### config.mk
export PLATFORM = sky130hd
export DESIGN_NAME = ocd_channel_cfg
export DESIGN_NICKNAME = d
export VERILOG_FILES = /design/src/ocd_pkg.sv /design/src/ocd_cfg_if.sv /design/src/ocd_channel_cfg.sv /design/src/ocd_int_divider.sv /design/src/ocd_out_decoder.sv
export SDC_FILE = /design/constraint.sdc
export NUM_CORES = 1
export LEC_CHECK = 0
export BUFFER_PORTS_ARGS = -buffer_cell sky130_fd_sc_hd__buf_2
export CORE_MARGIN = 2
export CORE_UTILIZATION = 53
export CTS_BUF_LIST = sky130_fd_sc_hd__clkbuf_4 sky130_fd_sc_hd__clkbuf_8 sky130_fd_sc_hd__clkbuf_16
export DETAILED_ROUTE_END_ITERATION = 12
export PLACE_DENSITY = 0.78
export SLEW_MARGIN = 10
export SYNTH_ARGS = -nofsm -noshare
export SYNTH_HDL_FRONTEND = slang
export SYNTH_SLANG_ARGS = --single-unit
### constraint.sdc
create_clock -name clk -period 4.6 [get_ports clk]
set_clock_uncertainty 0.1 [all_clocks]
set_input_delay 0.23 -clock clk [delete_from_list [all_inputs] [get_ports clk]]
set_output_delay 0.23 -clock clk [all_outputs]
set_load 0.02 [all_outputs]
### src/ocd_pkg.sv
// Shared constants for the output channel divider and mux configuration block.
package ocd_pkg;
	// ==========================================================
	// Register map
	localparam logic [7:0]  ADDR_DIV_CTRL   = 8'h31;
	localparam logic [7:0]  ADDR_OUT_CTRL   = 8'h32;
	localparam logic [15:0] DIV_CTRL_RESET  = 16'h0000;
	localparam logic [15:0] OUT_CTRL_RESET  = 16'h0004;
	// ==========================================================
	// Divider source and ratio register fields
	localparam int SRC_MSB   = 15;
	localparam int SRC_LSB   = 14;
	localparam int RATIO_MSB = 13;
	localparam int RATIO_LSB = 0;
	// ==========================================================
	// Sync, mute and format register fields
	localparam int DLY_MSB    = 15;
	localparam int DLY_LSB    = 11;
	localparam int SYNCEN_BIT = 10;
	localparam int MLVL_BIT   = 8;
	localparam int MUTE_BIT   = 7;
	localparam int POL_MSB    = 6;
	localparam int POL_LSB    = 5;
	localparam int FMT_MSB    = 4;
	localparam int FMT_LSB    = 2;
	localparam int OSEL_MSB   = 1;
	localparam int OSEL_LSB   = 0;
	// ==========================================================
	// Field encodings
	localparam logic [1:0] SRC_PRESCALER_A = 2'h0;
	localparam logic [1:0] SRC_PRESCALER_B = 2'h1;
	localparam logic [1:0] SRC_FRAC_DIV    = 2'h2;
	localparam logic [1:0] SRC_REF        = 2'h3;
	localparam logic [2:0] FMT_DISABLED           = 3'h0;
	localparam logic [2:0] FMT_LVDS               = 3'h1;
	localparam logic [2:0] FMT_CMOS_BOTH_PINS     = 3'h5;
	localparam logic [2:0] FMT_CMOS_POSITIVE_ONLY = 3'h6;
	localparam logic [2:0] FMT_CMOS_NEGATIVE_ONLY = 3'h7;
	localparam logic [1:0] OSEL_CH2 = 2'h0;
	localparam logic [1:0] OSEL_CH3 = 2'h1;
	localparam logic [1:0] OSEL_CH4 = 2'h2;
endpackage

### src/ocd_cfg_if.sv
// Configuration and status carrier between the channel's register file and its datapath.
`timescale 1ns/10ps
interface ocd_cfg_if;
	logic [1:0]  srcSel;
	logic [13:0] ratio;
	logic [4:0]  syncDelay;
	logic        syncEn;
	logic        muteLevel;
	logic        chanMute;
	logic        override;
	logic        calib;
	logic [1:0]  pol;
	logic [2:0]  fmt;
	logic [1:0]  outSel;
	logic        chanClk;
	logic        syncBusy;
	logic        muteActive;
	modport ctrl (output srcSel, ratio, syncDelay, syncEn, muteLevel, chanMute, override, calib, pol, fmt,
		outSel, input chanClk, syncBusy, muteActive);
	modport div (input srcSel, ratio, syncDelay, syncEn, output chanClk, syncBusy);
	modport dec (input muteLevel, chanMute, override, calib, pol, fmt, outSel, chanClk, output muteActive);
endinterface

### src/ocd_channel_cfg.sv
// Register file and top level of the output channel divider and mux configuration block.
`timescale 1ns/10ps
module ocd_channel_cfg #(
	parameter int RATIO_W = 14,
	parameter int DELAY_W = 5
) (
	input  wire logic        clk,
	input  wire logic        rst,
	input  wire logic        clkEn,
	input  wire logic [7:0]  regAddr,
	input  wire logic [15:0] regWrData,
	input  wire logic        regWrEn,
	input  wire logic        regRdEn,
	output logic      [15:0] regRdData,
	output logic             regRdValid,
	input  wire logic        prescalerA,
	input  wire logic        prescalerB,
	input  wire logic        fracDivClk,
	input  wire logic        refClk,
	input  wire logic        syncReq,
	input  wire logic        calibActive,
	input  wire logic        muteOverride,
	input  wire logic        ch2Clk,
	input  wire logic        ch4Clk,
	output logic             outP,
	output logic             outN,
	output logic             outPEn,
	output logic             outNEn,
	output logic      [2:0]  outFormat,
	output logic             dividerPowered,
	output logic             syncBusy
);
	// ==========================================================
	// Register state
	logic [15:0] divCtrl_r, divCtrl_nxt;
	logic [15:0] outCtrl_r, outCtrl_nxt;
	logic [15:0] rdData_r, rdData_nxt;
	logic        rdValid_r, rdValid_nxt;
	logic        powered_r, powered_nxt;
	logic        busy_r, busy_nxt;

	ocd_cfg_if cfg ();

	// Reserved bit 9 is not stored, so the register reads back with it clear.
	function automatic logic [15:0] outCtrlMask(input logic [15:0] v);
		outCtrlMask = v & 16'hfdff;
	endfunction

	function automatic logic [15:0] readBack(input logic [7:0] a, input logic [15:0] d, input logic [15:0] o);
		case (a)
			ocd_pkg::ADDR_DIV_CTRL: readBack = d;
			ocd_pkg::ADDR_OUT_CTRL: readBack = outCtrlMask(o);
			default:                readBack = 16'h0000;
		endcase
	endfunction

	// ==========================================================
	// Register file
	always_comb begin
		divCtrl_nxt = divCtrl_r;
		outCtrl_nxt = outCtrl_r;
		if (regWrEn && regAddr == ocd_pkg::ADDR_DIV_CTRL) begin
			divCtrl_nxt = regWrData;
		end
		if (regWrEn && regAddr == ocd_pkg::ADDR_OUT_CTRL) begin
			outCtrl_nxt = outCtrlMask(regWrData);
		end
		rdValid_nxt = regRdEn;
		rdData_nxt  = regRdEn ? readBack(regAddr, divCtrl_r, outCtrl_r) : rdData_r;
		powered_nxt = (divCtrl_nxt[ocd_pkg::RATIO_MSB:ocd_pkg::RATIO_LSB] != '0);
		busy_nxt    = cfg.syncBusy;
	end

	always_ff @(posedge clk) begin
		if (rst) begin
			divCtrl_r <= ocd_pkg::DIV_CTRL_RESET;
			outCtrl_r <= ocd_pkg::OUT_CTRL_RESET;
			rdData_r  <= 16'h0000;
			rdValid_r <= 1'b0;
			powered_r <= 1'b0;
			busy_r    <= 1'b0;
		end else if (clkEn) begin
			divCtrl_r <= divCtrl_nxt;
			outCtrl_r <= outCtrl_nxt;
			rdData_r  <= rdData_nxt;
			rdValid_r <= rdValid_nxt;
			powered_r <= powered_nxt;
			busy_r    <= busy_nxt;
		end
	end

	// ==========================================================
	// Field distribution
	assign cfg.srcSel    = divCtrl_r[ocd_pkg::SRC_MSB:ocd_pkg::SRC_LSB];
	assign cfg.ratio     = divCtrl_r[ocd_pkg::RATIO_MSB:ocd_pkg::RATIO_LSB];
	assign cfg.syncDelay = outCtrl_r[ocd_pkg::DLY_MSB:ocd_pkg::DLY_LSB];
	assign cfg.syncEn    = outCtrl_r[ocd_pkg::SYNCEN_BIT];
	assign cfg.muteLevel = outCtrl_r[ocd_pkg::MLVL_BIT];
	assign cfg.chanMute  = outCtrl_r[ocd_pkg::MUTE_BIT];
	assign cfg.override  = muteOverride;
	assign cfg.calib     = calibActive;
	assign cfg.pol       = outCtrl_r[ocd_pkg::POL_MSB:ocd_pkg::POL_LSB];
	assign cfg.fmt       = outCtrl_r[ocd_pkg::FMT_MSB:ocd_pkg::FMT_LSB];
	assign cfg.outSel    = outCtrl_r[ocd_pkg::OSEL_MSB:ocd_pkg::OSEL_LSB];

	assign regRdData      = rdData_r;
	assign regRdValid     = rdValid_r;
	assign outFormat      = outCtrl_r[ocd_pkg::FMT_MSB:ocd_pkg::FMT_LSB];
	assign dividerPowered = powered_r;
	assign syncBusy       = busy_r;

	// ==========================================================
	// Datapath
	ocd_int_divider #(
		.RW (RATIO_W),
		.DW (DELAY_W)
	) u_div (
		.clk        (clk),
		.rst        (rst),
		.clkEn      (clkEn),
		.prescalerA (prescalerA),
		.prescalerB (prescalerB),
		.fracDivClk (fracDivClk),
		.refClk     (refClk),
		.syncReq    (syncReq),
		.cfg        (cfg.div)
	);

	ocd_out_decoder u_dec (
		.clk    (clk),
		.rst    (rst),
		.clkEn  (clkEn),
		.ch2Clk (ch2Clk),
		.ch4Clk (ch4Clk),
		.outP   (outP),
		.outN   (outN),
		.outPEn (outPEn),
		.outNEn (outNEn),
		.cfg    (cfg.dec)
	);
endmodule // ocd_channel_cfg

### src/ocd_int_divider.sv
// Source select, integer divider and synchronization delay of one output channel.
`timescale 1ns/10ps
module ocd_int_divider #(
	parameter int RW = 14,
	parameter int DW = 5
) (
	input  wire logic clk,
	input  wire logic rst,
	input  wire logic clkEn,
	input  wire logic prescalerA,
	input  wire logic prescalerB,
	input  wire logic fracDivClk,
	input  wire logic refClk,
	input  wire logic syncReq,
	ocd_cfg_if.div    cfg
);
	typedef enum logic {DIV_RUN, DIV_WAIT} ocd_div_state_t;

	ocd_div_state_t  state_r, state_nxt;
	logic [RW-1:0]   cnt_r, cnt_nxt;
	logic [DW-1:0]   dly_r, dly_nxt;
	logic            srcPrev_r, srcPrev_nxt;
	logic            clk_r, clk_nxt;
	logic            srcLvl;
	logic            rise;
	logic [RW-1:0]   half;

	assign cfg.chanClk  = clk_r;
	assign cfg.syncBusy = (state_r == DIV_WAIT);

	// ==========================================================
	// Next state
	always_comb begin
		case (cfg.srcSel)
			ocd_pkg::SRC_PRESCALER_A: srcLvl = prescalerA;
			ocd_pkg::SRC_PRESCALER_B: srcLvl = prescalerB;
			ocd_pkg::SRC_FRAC_DIV:    srcLvl = fracDivClk;
			default:                  srcLvl = refClk;
		endcase
		rise        = srcLvl & ~srcPrev_r;
		half        = (cfg.ratio >> 1) + {{(RW-1){1'b0}}, cfg.ratio[0]};
		srcPrev_nxt = srcLvl;
		state_nxt   = state_r;
		cnt_nxt     = cnt_r;
		dly_nxt     = dly_r;
		clk_nxt     = clk_r;
		if (cfg.ratio == '0) begin
			state_nxt = DIV_RUN;
			cnt_nxt   = '0;
			clk_nxt   = 1'b0;
		end else if (state_r == DIV_RUN && syncReq && cfg.syncEn) begin
			cnt_nxt = '0;
			clk_nxt = 1'b0;
			if (cfg.syncDelay != '0) begin
				state_nxt = DIV_WAIT;
				dly_nxt   = cfg.syncDelay;
			end
		end else if (state_r == DIV_WAIT) begin
			// The output stays low while the delay runs so that the restart is clean.
			clk_nxt = 1'b0;
			if (rise) begin
				dly_nxt = dly_r - DW'(1);
				if (dly_r == DW'(1)) begin
					state_nxt = DIV_RUN;
				end
			end
		end else begin
			if (rise) begin
				cnt_nxt = (cnt_r >= cfg.ratio - RW'(1)) ? '0 : cnt_r + RW'(1);
			end
			// A ratio of one cannot be built from counted edges, so the source passes through.
			clk_nxt = (cfg.ratio == RW'(1)) ? srcLvl : (cnt_nxt < half);
		end
	end

	// ==========================================================
	// Registers
	always_ff @(posedge clk) begin
		if (rst) begin
			state_r   <= DIV_RUN;
			cnt_r     <= '0;
			dly_r     <= '0;
			srcPrev_r <= 1'b0;
			clk_r     <= 1'b0;
		end else if (clkEn) begin
			state_r   <= state_nxt;
			cnt_r     <= cnt_nxt;
			dly_r     <= dly_nxt;
			srcPrev_r <= srcPrev_nxt;
			clk_r     <= clk_nxt;
		end
	end
endmodule // ocd_int_divider

### src/ocd_out_decoder.sv
// Output clock select, mute, polarity and buffer format decoding for one output pin pair.
`timescale 1ns/10ps
module ocd_out_decoder (
	input  wire logic clk,
	input  wire logic rst,
	input  wire logic clkEn,
	input  wire logic ch2Clk,
	input  wire logic ch4Clk,
	output logic      outP,
	output logic      outN,
	output logic      outPEn,
	output logic      outNEn,
	ocd_cfg_if.dec    cfg
);
	logic outP_nxt, outN_nxt, outPEn_nxt, outNEn_nxt, mute_r, mute_nxt;
	logic selClk;

	assign cfg.muteActive = mute_r;

	// ==========================================================
	// Next state
	always_comb begin
		case (cfg.outSel)
			ocd_pkg::OSEL_CH2: selClk = ch2Clk;
			ocd_pkg::OSEL_CH3: selClk = cfg.chanClk;
			ocd_pkg::OSEL_CH4: selClk = ch4Clk;
			default:           selClk = 1'b0;
		endcase
		mute_nxt = cfg.override ? cfg.chanMute : (cfg.calib & cfg.chanMute);
		if (mute_nxt) begin
			outP_nxt = cfg.muteLevel;
			outN_nxt = ~cfg.muteLevel;
		end else begin
			outP_nxt = selClk;
			outN_nxt = ~selClk;
			if (cfg.fmt >= ocd_pkg::FMT_CMOS_BOTH_PINS) begin
				outP_nxt = outP_nxt ^ cfg.pol[1];
				outN_nxt = outN_nxt ^ cfg.pol[0];
			end
		end
		case (cfg.fmt)
			ocd_pkg::FMT_DISABLED: begin
				outPEn_nxt = 1'b0;
				outNEn_nxt = 1'b0;
			end
			ocd_pkg::FMT_CMOS_POSITIVE_ONLY: begin
				outPEn_nxt = 1'b1;
				outNEn_nxt = 1'b0;
			end
			ocd_pkg::FMT_CMOS_NEGATIVE_ONLY: begin
				outPEn_nxt = 1'b0;
				outNEn_nxt = 1'b1;
			end
			default: begin
				outPEn_nxt = 1'b1;
				outNEn_nxt = 1'b1;
			end
		endcase
		// An undriven pin is held low so that nothing toggles behind a disabled buffer.
		outP_nxt = outP_nxt & outPEn_nxt;
		outN_nxt = outN_nxt & outNEn_nxt;
	end

	// ==========================================================
	// Registers
	always_ff @(posedge clk) begin
		if (rst) begin
			outP   <= 1'b0;
			outN   <= 1'b0;
			outPEn <= 1'b0;
			outNEn <= 1'b0;
			mute_r <= 1'b0;
		end else if (clkEn) begin
			outP   <= outP_nxt;
			outN   <= outN_nxt;
			outPEn <= outPEn_nxt;
			outNEn <= outNEn_nxt;
			mute_r <= mute_nxt;
		end
	end
endmodule // ocd_out_decoder

==> flow_summary.yaml <==
cells_and_area:
  final_nets: 715
  filler_cell_count: 734
  mostFrequentLayoutCells: "nor2_1, dfxtp_1, buf_2"
  drive_gt1_share_pct: 19.44
  area_delta_synth_final_pct: 15.51
  num_antenna_cells: 0
  final_common_cell: "nor2_1"
  finalNonFillerCells: 756
pwr:
  pwr-share-seq_pct: 51.1
  p_sw_share_pct: 26.29
  p_leak_nw: 2.508
  p_comb_share_pct: 7.3
  power_w: 0.001318
  peakVddDrop_mv: 0.1470
  power_switching_w: 0.0003467
  power.density_mw_per_mm2: 239.0
  internal_power_w: 0.0009718
  clock_power_share_pct: 41.6
global_routing:
  grt_pass1_vias: 4239
  antenna_found_initial: 0
  grt_max_degree: 68
  grt_overflow_total: 0
  grt_use_total_pct: 25.90
  grt_use_met3_pct: 4.681
  busiest_layer: "met2"
  grt_use_met2_pct: 42.36
  met1_usage_pct: 34.83
  grt_pass1_wl_um: 20600
status:
  status: "completed"
critical_path:
  crit_fanout: 4
  crit_arrival_ps: 4720
  crit_family: "simple AND/OR/NAND/NOR gates"
  slowest_delay_ps: 370
  start_kind: "flip-flop"
  timing.critical_path.buf_inv: 2
  path_class: "flip-flop to flip-flop"
  slowest_stage: "nor4_2"
  cp_cell_sequence: "nor4_2 > buf_4 > nand2_1 > or3_4 > or3_4 > xor2_1 > ha_1 > nand4_1 > nor2_4 > o311ai_4 > a21o_1 > buf_6 > o21a_1 > ha_1 > nand2_1 > nor4_2 > a221oi_1 > mux2_4 > a21oi_2 > a41oi_2"
  crit_required_ps: 4740
  end_kind: "flip-flop"
timing:
  max_freq_mhz: 218.2
  hold_viol_final: 0
  fin_setup_tns_ps: 0
  slew_headroom_pct: 27.71
  setup_violations: 0
  layout_min_cycle_time_ps: 4582
  fin_crit_sh_pct: 99.61
  drv_slew: 0
  worst_pin_slew_ps: 1084
route:
  dr_total_vias: 4524
  firstDrtPassIters: 5
  wire_per_inst_um: 16.93
  drtAntennaViolNets: 0
  wl_um: 12800
  drtIter0Drc: 254
  routed_via_density: 5.984
  drc: 0
clocking:
  hold_buffers: 0
  numCtsBuffers: 9
  cts_sinks: 76
  clock-root-buffer: "clkbuf_8"
  cts_tree: "done"
  clock_latency_ps: 360
  clkTransAtPathRegs_ps: 90
  clock_path_buffers: 2
  htree_levels: 3
synthesis:
  synth_area_mm2: 0.004776
  syn_nets: 658
  async_flop_share_pct: 0
  synth_edf_count: 0
  yosysSeqAreaShare_pct: 31.86
  ys_seq_elements: 76
  synth.avg_cell_area_um2: 8.150
  yosys_warnings: 0
  syn_inst: 586
  synth.distinct_cells: 61
  ys.flop_type: "dfxtp_1"
placed_design:
  gp_congestion: 0.9163
  dp.cells: 736
  port_buffers: 63
  place_hpwl_um: 9264
floorplanning:
  num_rows: 34
  ios: 64
  die_x_um: 98.93
  die_h_um: 98.93
  initial_core_util_pct: 54.76
  die-area_mm2: 0.009786
  core_area_mm2: 0.008721
run:
  cap_violations: 0
worst_hold_path:
  hold_path_class: "input pin to flip-flop"
==> cell families (layout without fill, tap and decap cells) <==
| kind of cell | Yosys count | after routing | synth area share (%) |
|---|---|---|---|
| buf+inv | 55 | 117 | 5.187 |
| mux | 34 | 34 | 7.414 |
| xor+xnor | 31 | 31 | 5.685 |
| compound gates | 123 | 123 | 17.19 |
| simple gates | 233 | 233 | 23.76 |
| fa+ha+maj | 34 | 34 | 8.908 |
| flops | 76 | 76 | 31.86 |
==> layer usage <==
metal	part of all wire (%)	up-vias
met5	0	-
met4	1.6	0
met3	4.6	21
met2	49	127
met1	45	2155
li1	-	2221
==> what timing repair did <==
action / CTS / global route
gates cloned: 0 / 0
pin swaps: 1 / 8
gates resized for setup: 2 / 18
endpoints found under the setup margin: 1 / 1
buffers inserted: 0 / 4
==> final timing paths <==
kind                               startpoint                end  slack, ps  cells past startpoint
worst max-delay path             divCtrl_r[2]  u_div.cfg.chanClk         20                     20
worst min-delay path            regWrData[15]      outCtrl_r[15]         20                      3
worst max register to register   divCtrl_r[2]  u_div.cfg.chanClk         20                     20
worst min register to register     u_dec.outN         u_dec.outN        370                      2
==> power by group through the flow <==
stage | registers (W) | clock network, W | logic [W]
detailed placement | 0.000689 | 0 | 0.0000946
floorplan | 0.000701 | 0 | 0.0000422
CTS | 0.000674 | 0.000557 | 0.0000952
global route | 0.000675 | 0.000583 | 0.000105
global placement | 0.000689 | 0 | 0.0000924
finish | 0.000674 | 0.000549 | 0.0000962
==> stage by stage <==
stage | worst slack [ps] | hold WS, ps | utilization (%) | area (µm²)
after floorplan | 22.89 | 273.9 | - | 4776
after global placement | 164.2 | 348.6 | 59.33 | 5174
after detailed placement | -46.63 | 353.0 | 59.33 | 5174
after CTS | 84.36 | 28.09 | 61.76 | 5386
after global routing | -144.8 | 31.07 | 63.26 | 5517
final | 18.00 | 21.97 | 63.26 | 5517
==> state kept, by name, indices dropped and copies added, names as in the netlist <==
signal / count
divCtrl_r: 16
dividerPowered: 1
outCtrl_r: 15
regRdData: 16
regRdValid: 1
syncBusy: 1
u_dec.outN: 1
u_dec.outNEn: 1
u_dec.outP: 1
u_dec.outPEn: 1
u_div.cfg.chanClk: 1
u_div.cfg.syncBusy: 1
u_div.cnt_r: 14
u_div.dly_r: 5
u_div.srcPrev_r: 1
==> worst min-delay path, stage by stage <==
cell	delay, ps
buf_2	90
mux2i_1	60
nor2_1	70
==> cell usage after synthesis, drive strengths merged, types with 3 or more instances <==
master	number	area, µm²
o31ai	8	60.06
o21ai	17	85.08
a41oi	4	35.03
inv	15	56.30
a21oi	32	160.2
and2	9	60.07
nor2	83	311.6
nand4	9	56.30
nand3	19	95.09
a32oi	3	26.28
dfxtp	76	1521
or3	8	53.80
nor3b	3	22.52
nand2	56	210.2
or4	8	67.56
clkbuf	22	82.58
mux2i	32	320.3
a221oi	3	26.28
xor2	19	166.4
a21o	3	22.52
nand2b	6	37.54
ha	34	425.4
o22ai	4	31.28
a211oi	17	127.6
a22oi	15	112.6
buf	17	105.1
nor4	7	58.81
o21a	5	37.54
nor3	11	55.05
xnor2	12	105.1
and3	5	31.28
==> final cells by class <==
cell class / instances / area [µm²] / area share (%)
clock buffers: 10 / 137.6 / 2.495
clock inverters: 6 / 71.32 / 1.293
inverters: 16 / 60.06 / 1.089
multi-input cells: 455 / 3105 / 56.29
flip-flops and latches: 76 / 1523 / 27.60
well taps: 108 / 135.1 / 2.450
repair buffers: 85 / 484.2 / 8.777
No activity file was read; power rests on OpenSTA's default activity.
